File: src/upc_consts.svh
// Purpose: Shared constants for the upconverter profile control ends.
// Assumes: One 25 MHz core clock.
// Notes: Register offsets index the controller's own register map.
`ifndef UPC_CONSTS_SVH
`define UPC_CONSTS_SVH
`define UPC_ADDR_W 5
`define UPC_REG_CTRL 5'h00
`define UPC_REG_FTW_BASE 5'h08
`define UPC_REG_PHASE_AMP_BASE 5'h10
`define UPC_REG_INTERP 5'h01
`define UPC_REG_KEYING 5'h02
`define UPC_REG_RAM0 5'h03
`define UPC_REG_RAM1 5'h04
`define UPC_REG_RAM_RATE 5'h05
`define UPC_REG_PINS 5'h06
`define UPC_REG_STATUS 5'h07
`define UPC_CTRL_MODE_LSB 0
`define UPC_CTRL_AMP_EN 2
`define UPC_CTRL_Q_FIRST 3
`define UPC_CTRL_INV_SINC 4
`define UPC_CTRL_SINE_OUT 5
`define UPC_CTRL_INV_COMB_BYP 6
`define UPC_CTRL_COMB_CLR 7
`define UPC_CTRL_KEY_EN 8
`define UPC_CTRL_KEY_EXT 9
`define UPC_CTRL_KEY_AUTO 10
`define UPC_CTRL_RAMP_RELOAD 11
`define UPC_CTRL_RAM_EN 12
`define UPC_CTRL_RAM_DEST 13
`define UPC_CTRL_IO_UPDATE 14
`define UPC_RESET_INTERP 6'h01
`endif

File: src/upc_pkg.sv
// Purpose: Types shared by both ends of the upconverter profile control.
// Assumes: Nothing beyond the constants header.
// Notes: Holds types only.
package upc_pkg;
    typedef enum logic [1:0] {
        UPC_MODE_TONE,
        UPC_MODE_QUAD,
        UPC_MODE_INTERP
    } upc_mode_t;
    typedef enum logic [1:0] {
        UPC_RAM_ONCE,
        UPC_RAM_LOOP,
        UPC_RAM_BOUNCE,
        UPC_RAM_HOLD
    } upc_ram_mode_t;
    typedef struct packed {
        logic [31:0] ftw;
        logic [15:0] phase;
        logic [13:0] amp;
    } upc_profile_t;
endpackage

File: src/upc_link_if.sv
// Purpose: Pins and settings between the host controller and the upconverter control.
// Assumes: Both ends run on core_clk.
// Notes: Pins cross as if asynchronous; the device end synchronises the profile, key and direction pins but uses tx_enable and io_update directly.
`timescale 1ns/1ps
`default_nettype none
interface upc_link_if;
    logic [2:0] profile_sel;
    logic key_pin;
    logic ram_dir_pin;
    logic io_update;
    logic tx_enable;
    logic [15:0] ctrl;
    upc_pkg::upc_profile_t profile [8];
    logic [5:0] interp_rate;
    logic [7:0] out_scale;
    logic [15:0] ramp_period;
    logic [13:0] ramp_step;
    logic [9:0] ram_begin [2];
    logic [9:0] ram_final [2];
    logic [15:0] ram_rate;
    logic [3:0] ram_mode;
    logic [15:0] iq_data;
    logic iq_valid;
    logic comb_overflow;
    modport host (output profile_sel, key_pin, ram_dir_pin, io_update, tx_enable, ctrl, profile,
        interp_rate, out_scale, ramp_period, ramp_step, ram_begin, ram_final, ram_rate, ram_mode,
        iq_data, iq_valid, input comb_overflow);
    modport dev (input profile_sel, key_pin, ram_dir_pin, io_update, tx_enable, ctrl, profile,
        interp_rate, out_scale, ramp_period, ramp_step, ram_begin, ram_final, ram_rate, ram_mode,
        iq_data, iq_valid, output comb_overflow);
endinterface
`default_nettype wire

File: src/upc_dev.sv
// Purpose: Device end: profile selection, amplitude keying, comb filter control and RAM playback.
// Assumes: Settings are stable core_clk signals; pins are asynchronous.
// Notes: The synthesizer datapath is outside; this block supplies its control words.
//
// Strobed register access and the register offsets were left to the implementer.
`include "upc_consts.svh"
`timescale 1ns/1ps
`default_nettype none
module upc_dev #(
    parameter int RAM_AW = 10
) (
    input wire logic core_clk,
    input wire logic reset,
    upc_link_if.dev link,
    output logic [31:0] core_ftw,
    output logic [15:0] core_phase,
    output logic [13:0] core_amp,
    output logic core_sine_sel,
    output logic core_inv_sinc_en,
    output logic core_inv_comb_en,
    output logic [5:0] core_interp,
    output logic [15:0] core_i,
    output logic [15:0] core_q,
    output logic core_iq_valid,
    output logic [RAM_AW-1:0] ram_addr,
    output logic ram_dest,
    output logic ram_active
);
    logic [4:0] s1_reg;
    logic [4:0] s2_reg;
    logic [4:0] s3_reg;
    logic [4:0] pin_reg;
    logic [2:0] prof_prev_reg;
    logic [13:0] ramp_amp_reg;
    logic [15:0] ramp_cnt_reg;
    logic [15:0] half_reg;
    logic half_v_reg;
    logic ovf_reg;
    logic [15:0] ram_cnt_reg;
    logic ram_up_reg;
    logic [5:0] rate_prev_reg;
    logic tx_prev_reg;
    wire [15:0] ctrl = link.ctrl;
    wire [1:0] mode = ctrl[`UPC_CTRL_MODE_LSB +: 2];
    wire interp_mode = mode == 2'(upc_pkg::UPC_MODE_INTERP);
    // Pins count only when the last two stages agree.
    wire [4:0] pins_next = (s2_reg ^ s3_reg) & 5'h1F;
    wire [4:0] pins_clean = (pin_reg & pins_next) | (s3_reg & ~pins_next);
    wire [2:0] sel = pin_reg[2:0];
    wire key_pin = pin_reg[3];
    wire dir_pin = pin_reg[4];
    upc_pkg::upc_profile_t act;
    assign act = link.profile[sel];
    wire prof_change = sel != prof_prev_reg;
    wire ramp_reload = ctrl[`UPC_CTRL_RAMP_RELOAD] && (link.io_update || prof_change);
    wire key_on = ctrl[`UPC_CTRL_KEY_EXT] ? key_pin : 1'b1;
    wire [13:0] amp_target = ctrl[`UPC_CTRL_AMP_EN] ? act.amp : 14'h3FFF;
    wire [13:0] ramp_goal = key_on ? amp_target : 14'h0000;
    wire ramp_tick = ramp_cnt_reg == 16'h0000;
    wire [14:0] amp_up = {1'b0, ramp_amp_reg} + {1'b0, link.ramp_step};
    wire [13:0] amp_step_up = (amp_up > {1'b0, ramp_goal}) ? ramp_goal : amp_up[13:0];
    wire [13:0] amp_step_dn = (ramp_amp_reg < link.ramp_step || ramp_amp_reg - link.ramp_step < ramp_goal) ?
        ramp_goal : ramp_amp_reg - link.ramp_step;
    wire [13:0] ramp_amp_next = ramp_amp_reg < ramp_goal ? amp_step_up :
        ramp_amp_reg > ramp_goal ? amp_step_dn : ramp_amp_reg;
    wire [13:0] key_amp = !ctrl[`UPC_CTRL_KEY_EN] ? amp_target :
        ctrl[`UPC_CTRL_KEY_AUTO] ? ramp_amp_reg : (key_on ? amp_target : 14'h0000);
    wire [13:0] scale_amp = {link.out_scale, 6'h00};
    wire [13:0] amp_next = interp_mode ? scale_amp : key_amp;
    wire [5:0] interp_ok = link.interp_rate == 6'h00 ? 6'h01 : link.interp_rate;
    // A rate change during transmit is the usual overflow cause; latch it until cleared.
    wire ovf_set = link.tx_enable && tx_prev_reg && link.interp_rate != rate_prev_reg;
    wire [RAM_AW-1:0] seg_begin = link.ram_begin[ctrl[`UPC_CTRL_RAM_DEST]][RAM_AW-1:0];
    wire [RAM_AW-1:0] seg_final = link.ram_final[ctrl[`UPC_CTRL_RAM_DEST]][RAM_AW-1:0];
    wire [1:0] seg_mode = ctrl[`UPC_CTRL_RAM_DEST] ? link.ram_mode[3:2] : link.ram_mode[1:0];
    wire ram_step = ram_active && ram_cnt_reg == 16'h0000;
    wire at_end = dir_pin ? ram_addr == seg_final : ram_addr == seg_begin;
    wire [RAM_AW-1:0] ram_start = dir_pin ? seg_begin : seg_final;
    wire [RAM_AW-1:0] ram_addr_next = !at_end ? (dir_pin ? ram_addr + 1'b1 : ram_addr - 1'b1) :
        seg_mode == 2'(upc_pkg::UPC_RAM_LOOP) ? ram_start : ram_addr;
    always_ff @(posedge core_clk or posedge reset) begin
        if (reset) begin
            s1_reg <= 5'h00;
            s2_reg <= 5'h00;
            s3_reg <= 5'h00;
            pin_reg <= 5'h00;
        end else begin
            s1_reg <= {link.ram_dir_pin, link.key_pin, link.profile_sel};
            s2_reg <= s1_reg;
            s3_reg <= s2_reg;
            pin_reg <= pins_clean;
        end
    end
    always_ff @(posedge core_clk or posedge reset) begin
        if (reset) begin
            prof_prev_reg <= 3'h0;
            ramp_amp_reg <= 14'h0000;
            ramp_cnt_reg <= 16'h0000;
        end else begin
            prof_prev_reg <= sel;
            if (ramp_reload || ramp_tick) ramp_cnt_reg <= link.ramp_period;
            else ramp_cnt_reg <= ramp_cnt_reg - 16'h0001;
            if (ramp_tick) ramp_amp_reg <= ramp_amp_next;
        end
    end
    always_ff @(posedge core_clk or posedge reset) begin
        if (reset) begin
            core_ftw <= 32'h00000000;
            core_phase <= 16'h0000;
            core_amp <= 14'h0000;
            core_sine_sel <= 1'b0;
            core_inv_sinc_en <= 1'b0;
            core_inv_comb_en <= 1'b0;
            core_interp <= `UPC_RESET_INTERP;
        end else begin
            core_ftw <= interp_mode ? 32'h00000000 : act.ftw;
            core_phase <= interp_mode ? 16'h0000 : act.phase;
            core_amp <= amp_next;
            core_sine_sel <= ctrl[`UPC_CTRL_SINE_OUT];
            core_inv_sinc_en <= ctrl[`UPC_CTRL_INV_SINC];
            core_inv_comb_en <= !ctrl[`UPC_CTRL_INV_COMB_BYP];
            core_interp <= interp_ok;
        end
    end
    always_ff @(posedge core_clk or posedge reset) begin
        if (reset) begin
            half_reg <= 16'h0000;
            half_v_reg <= 1'b0;
            core_i <= 16'h0000;
            core_q <= 16'h0000;
            core_iq_valid <= 1'b0;
            ovf_reg <= 1'b0;
            rate_prev_reg <= `UPC_RESET_INTERP;
            tx_prev_reg <= 1'b0;
        end else begin
            core_iq_valid <= 1'b0;
            if (link.iq_valid) begin
                if (!half_v_reg) begin
                    half_reg <= link.iq_data;
                    half_v_reg <= 1'b1;
                end else begin
                    half_v_reg <= 1'b0;
                    core_i <= ctrl[`UPC_CTRL_Q_FIRST] ? link.iq_data : half_reg;
                    core_q <= ctrl[`UPC_CTRL_Q_FIRST] ? half_reg : link.iq_data;
                    core_iq_valid <= !ovf_reg;
                end
            end
            rate_prev_reg <= link.interp_rate;
            tx_prev_reg <= link.tx_enable;
            // Set wins over clear so a fresh overflow is never lost.
            if (ovf_set) ovf_reg <= 1'b1;
            else if (ctrl[`UPC_CTRL_COMB_CLR]) ovf_reg <= 1'b0;
        end
    end
    always_ff @(posedge core_clk or posedge reset) begin
        if (reset) begin
            ram_addr <= '0;
            ram_cnt_reg <= 16'h0000;
            ram_active <= 1'b0;
            ram_dest <= 1'b0;
            ram_up_reg <= 1'b0;
        end else begin
            ram_dest <= ctrl[`UPC_CTRL_RAM_DEST];
            ram_up_reg <= dir_pin;
            ram_active <= ctrl[`UPC_CTRL_RAM_EN];
            if (!ctrl[`UPC_CTRL_RAM_EN] || ram_up_reg != dir_pin) begin
                ram_addr <= ram_start;
                ram_cnt_reg <= link.ram_rate;
            end else if (ram_step) begin
                ram_addr <= ram_addr_next;
                ram_cnt_reg <= link.ram_rate;
            end else if (ram_active) begin
                ram_cnt_reg <= ram_cnt_reg - 16'h0001;
            end
        end
    end
    assign link.comb_overflow = ovf_reg;
endmodule
`default_nettype wire

File: src/flat_wrapper.sv
// flat-port wrapper written by rule: the top's interface ports become plain ports
module upc_dev_flat 
#(
    parameter int RAM_AW = 10
)
  (core_clk, reset, core_ftw, core_phase, core_amp, core_sine_sel, core_inv_sinc_en, core_inv_comb_en, core_interp, core_i, core_q, core_iq_valid, ram_addr, ram_dest, ram_active, link_profile_sel, link_key_pin, link_ram_dir_pin, link_io_update, link_tx_enable, link_ctrl, link_profile, link_interp_rate, link_out_scale, link_ramp_period, link_ramp_step, link_ram_begin, link_ram_final, link_ram_rate, link_ram_mode, link_iq_data, link_iq_valid, link_comb_overflow);
  upc_link_if link_i ();
  input wire logic core_clk;
  input wire logic reset;
  output logic [31:0] core_ftw;
  output logic [15:0] core_phase;
  output logic [13:0] core_amp;
  output logic core_sine_sel;
  output logic core_inv_sinc_en;
  output logic core_inv_comb_en;
  output logic [5:0] core_interp;
  output logic [15:0] core_i;
  output logic [15:0] core_q;
  output logic core_iq_valid;
  output logic [RAM_AW-1:0] ram_addr;
  output logic ram_dest;
  output logic ram_active;
  input wire logic [$bits(link_i.profile_sel)-1:0] link_profile_sel;
  input wire logic [$bits(link_i.key_pin)-1:0] link_key_pin;
  input wire logic [$bits(link_i.ram_dir_pin)-1:0] link_ram_dir_pin;
  input wire logic [$bits(link_i.io_update)-1:0] link_io_update;
  input wire logic [$bits(link_i.tx_enable)-1:0] link_tx_enable;
  input wire logic [$bits(link_i.ctrl)-1:0] link_ctrl;
  input wire logic [$bits(link_i.profile)-1:0] link_profile;
  input wire logic [$bits(link_i.interp_rate)-1:0] link_interp_rate;
  input wire logic [$bits(link_i.out_scale)-1:0] link_out_scale;
  input wire logic [$bits(link_i.ramp_period)-1:0] link_ramp_period;
  input wire logic [$bits(link_i.ramp_step)-1:0] link_ramp_step;
  input wire logic [$bits(link_i.ram_begin)-1:0] link_ram_begin;
  input wire logic [$bits(link_i.ram_final)-1:0] link_ram_final;
  input wire logic [$bits(link_i.ram_rate)-1:0] link_ram_rate;
  input wire logic [$bits(link_i.ram_mode)-1:0] link_ram_mode;
  input wire logic [$bits(link_i.iq_data)-1:0] link_iq_data;
  input wire logic [$bits(link_i.iq_valid)-1:0] link_iq_valid;
  output wire logic [$bits(link_i.comb_overflow)-1:0] link_comb_overflow;
  assign link_i.profile_sel = link_profile_sel;
  assign link_i.key_pin = link_key_pin;
  assign link_i.ram_dir_pin = link_ram_dir_pin;
  assign link_i.io_update = link_io_update;
  assign link_i.tx_enable = link_tx_enable;
  assign link_i.ctrl = link_ctrl;
  assign link_i.profile = {>>{link_profile}};
  assign link_i.interp_rate = link_interp_rate;
  assign link_i.out_scale = link_out_scale;
  assign link_i.ramp_period = link_ramp_period;
  assign link_i.ramp_step = link_ramp_step;
  assign link_i.ram_begin = {>>{link_ram_begin}};
  assign link_i.ram_final = {>>{link_ram_final}};
  assign link_i.ram_rate = link_ram_rate;
  assign link_i.ram_mode = link_ram_mode;
  assign link_i.iq_data = link_iq_data;
  assign link_i.iq_valid = link_iq_valid;
  assign link_comb_overflow = link_i.comb_overflow;
  upc_dev #(.RAM_AW(RAM_AW)) u_core (.core_clk(core_clk), .reset(reset), .link(link_i), .core_ftw(core_ftw), .core_phase(core_phase), .core_amp(core_amp), .core_sine_sel(core_sine_sel), .core_inv_sinc_en(core_inv_sinc_en), .core_inv_comb_en(core_inv_comb_en), .core_interp(core_interp), .core_i(core_i), .core_q(core_q), .core_iq_valid(core_iq_valid), .ram_addr(ram_addr), .ram_dest(ram_dest), .ram_active(ram_active));
endmodule
File: config.mk
export PLATFORM = sky130hd
export DESIGN_NAME = upc_dev_flat
export DESIGN_NICKNAME = d
export VERILOG_FILES = /design/src/upc_pkg.sv /design/src/upc_link_if.sv /design/src/upc_dev.sv /design/src/flat_wrapper.sv
export VERILOG_INCLUDE_DIRS = /design/src
export SDC_FILE = /design/constraint.sdc
export NUM_CORES = 1
export LEC_CHECK = 0
export BUFFER_PORTS_ARGS = -buffer_cell sky130_fd_sc_hd__buf_2
export CAP_MARGIN = 20
export CORE_AREA = 3 3 295 297
export DETAILED_ROUTE_END_ITERATION = 8
export DIE_AREA = 0 0 298 300
export PLACE_DENSITY = 0.41
export SLEW_MARGIN = 20
export SYNTH_ARGS = -nofsm -noshare
export SYNTH_HDL_FRONTEND = slang
export SYNTH_SLANG_ARGS = --single-unit
File: constraint.sdc
create_clock -name core_clk -period 7.9 [get_ports core_clk]
set_clock_uncertainty 0.05 [all_clocks]
set_input_delay 1.58 -clock core_clk [delete_from_list [all_inputs] [get_ports core_clk]]
set_output_delay 1.58 -clock core_clk [all_outputs]
set_load 0.01 [all_outputs]
==> key figures <==
Status
  • Outcome: finished clean

Place
  • Port bufs: 756
  • Placed insts: 3219
  • Post-DP HPWL: 90.1 mm
  • Global placement routability congestion: 1.02

Synth
  • Post-Synthesis Cell Area: 15400 um^2
  • Synth Area per Inst: 11.0 um^2
  • Synth unique cells: 69
  • Synth Warn #: 0
  • Synth top area cells: dfrtp_1 (34%), mux4_2 (21%), mux2i_1 (7.0%), ha_1 (6.5%), nor2_1 (4.1%)
  • Synth Flop Type: dfrtp_1
  • Synthesized Nets: 2125
  • Async set or reset register ratio after synthesis: 100%
  • Number of synthesized flops with an enable pin: 0
  • #FFs+latches synth: 211
  • Cell accounting for the most synthesized area: dfrtp_1
  • Post-synthesis cell count: 1400
  • Sequential share of the synthesized area: 34.3%
  • Yosys top cell area share: 33.9%

CTS
  • # Post-CTS Setup Buffers: 0
  • Clock Latency Late Sink: 550 ps
  • Hold buffers post-CTS: 0
  • Post_cts resized: 0
  • CTS Buf Count: 34
  • Maximum clock insertion buffer count: 3
  • Reg clk slew, reported paths: 60 ps
  • H-tree Lvls: 2
  • CTS tree: done
  • CTS sink cnt: 211
  • Root Buffer: clkbuf_16

Detailed routing
  • Overall via count from detail_route: 15400
  • Via/cell ratio: 4.65
  • Wire per inst: 31.7 um
  • Drt drc: 0
  • Routed wire length: 105 mm
  • 1st-pass router iterations: 5
  • Initial DRC count: 1145
  • Routed Antenna Nets: 0

Floorplanning
  • Chip height: 300 um
  • Total die area: 89400 um^2
  • Core area: 84900 um^2
  • # rows: 107
  • Initial core utilization: 18.2%
  • Die width: 298 um
  • Top Ports: 759

STA
  • Slew HR: 29.7%
  • Final setup fails: 0
  • Slew @ Worst Pin: 1060 ps
  • RSZ-0062 raised after global routing: false
  • Fin crit period: 6180 ps
  • Final worst-path cycle share: 78.2%
  • Fin Setup TNS: 0 ps
  • Max Freq: 0.162 GHz
  • Slew Limit Fails: 0
  • Final Hold Vio Count: 0

Power
  • Worst vdd ir: 134 uV
  • Leakage: 10.1 nW
  • Pwr dens: 242 nW/um^2

Finish
  • Final Net Count: 2837
  • Layout cells sized above 1: 47.9%
  • Max FFs per register: 32
  • Fillers: 9204
  • Final core utilization: 25.5%
  • Post-route insts no fill: 3309
  • P&R area growth vs syn: 40.2%
  • Largest register by flop count: u_core.core_ftw

Worst setup path
  • CP arrival: 6520 ps
  • Critical path type: input pin to flip-flop
  • Setup crit end kind: flip-flop
  • CP required: 8240 ps
  • Worst Setup Start Kind: input pin
  • CP Max Fanout: 15

Global routing
  • Global-route wire length before repair: 139 mm
  • Total global routing overflow: 0
  • Vias in the first global route: 15700
  • Largest net degree at the start of global routing: 126
  • Initial antenna violation count: 157
  • Total GRT Usage: 22.7%

Flow run
  • Max-Cap Viols: 0

Worst hold path
  • Hold WC Path Type: flip-flop to flip-flop
per-stage QoR:
step	setup slack, ps	hold WS (ps)	total power [W]	cell area (um^2)
finish	1720	297	0.00524	21600
global route	1440	312	0.00557	21600
CTS	1780	300	0.00532	21500
detailed placement	1200	288	0.00365	20400
global placement	1230	284	0.00363	20400
floorplan	507	281	0.00280	15400
cell families after synthesis:
group	count (synthesis)	synth area share, %
and+or+nand+nor	360	10.6
muxes	281	30.2
AOI/OAI and AO/OA	238	9.53
DFF	211	34.3
buffers and inverters	146	3.90
adders and majority gates	88	7.21
xor gates and xnor gates	76	4.32
cell type report:
class / instances / area, um^2 / area share (%)
Timing Repair Buffer: 768 / 3890 / 18.0
Sequential cell: 211 / 5290 / 24.5
Clock buffer: 45 / 953 / 4.41
Tap cell: 1144 / 1430 / 6.62
Multi-Input combinational cell: 1043 / 9550 / 44.2
Inverter: 54 / 210 / 0.973
Antenna cell: 28 / 70.1 / 0.324
Clock inverter: 16 / 204 / 0.944
power by group:
part | internal (W) | switching (W)
sequential | 0.00133 | 0.000212
clock | 0.000986 | 0.000632
combinational | 0.000929 | 0.00115
per-layer routing:
| layer | routed length [um] | GRT usage [%] | vias up |
|---|---|---|---|
| li1 | - | - | 6646 |
| met4 | 3860 | 5.43 | 24 |
| met1 | 42200 | 27.8 | 7642 |
| met2 | 51400 | 39.9 | 767 |
| met3 | 7290 | 5.68 | 302 |
| met5 | 146 | 0 | - |
placed cells by master (no fill, tap or decap), types with 26 or more instances in the layout:
master and count:
buf_2 756, dfrtp_1 206, nor2_1 169, mux4_2 144
mux2i_1 107, a21oi_1 99, ha_1 80, nand2_1 79
inv_1 53, o21ai_0 50, xnor2_1 50, clkbuf_16 35
mux2_2 30, diode_2 28, xor2_1 26
Yosys cell counts (6+ instances only):
| master | instances |
|---|---|
| o31ai_1 | 6 |
| a221oi_1 | 11 |
| nor2_1 | 169 |
| o21bai_1 | 7 |
| nand2b_1 | 16 |
| mux4_2 | 144 |
| ha_1 | 80 |
| xnor2_1 | 50 |
| dfrtp_1 | 209 |
| or3_1 | 7 |
| nor2b_1 | 9 |
| and2_1 | 12 |
| mux2i_1 | 107 |
| buf_2 | 21 |
| inv_1 | 54 |
| nand2_1 | 79 |
| a21o_1 | 9 |
| xor2_1 | 26 |
| nand3_1 | 12 |
| mux2_2 | 30 |
| nand4_1 | 11 |
| nor3_1 | 17 |
| a21oi_1 | 99 |
| a22oi_1 | 8 |
| o21a_1 | 8 |
| clkbuf_1 | 49 |
| buf_1 | 17 |
| o21ai_0 | 50 |
worst paths after layout:
check / start / end / slack, ps / depth (start not counted)
worst min-delay path: u_core.s1_reg[4]$_DFF_PP0_ / u_core.s2_reg[4]$_DFF_PP0_ / 300 / 0
worst max register to register: u_core.ramp_amp_reg[5]$_DFFE_PP0P_ / u_core.ramp_amp_reg[4]$_DFFE_PP0P_ / 2330 / 16
worst max-delay path: link_ramp_step[5] / u_core.ramp_amp_reg[4]$_DFFE_PP0P_ / 1720 / 18
min in group asynchronous: reset / u_core.ram_cnt_reg[1]$_DFFE_PP0P_ / 1040 / 2
max in group asynchronous: reset / u_core.core_ftw[4]$_DFF_PP0_ / 5510 / 3
worst min register to register: u_core.s1_reg[4]$_DFF_PP0_ / u_core.s2_reg[4]$_DFF_PP0_ / 300 / 0
worst max-delay path, stage by stage:
cell	delay [ps]
buf_2	90
inv_1	40
ha_1	480
nor3_1	130
a2111oi_2	620
o31ai_1	220
a31o_2	270
a21oi_1	190
xor2_1	300
ha_1	210
nand3_1	110
or3_1	400
or3_1	380
o41ai_1	90
and3_1	750
mux2_2	410
a21oi_1	140
o21ai_0	110
Power figures use the tool's default switching activity.
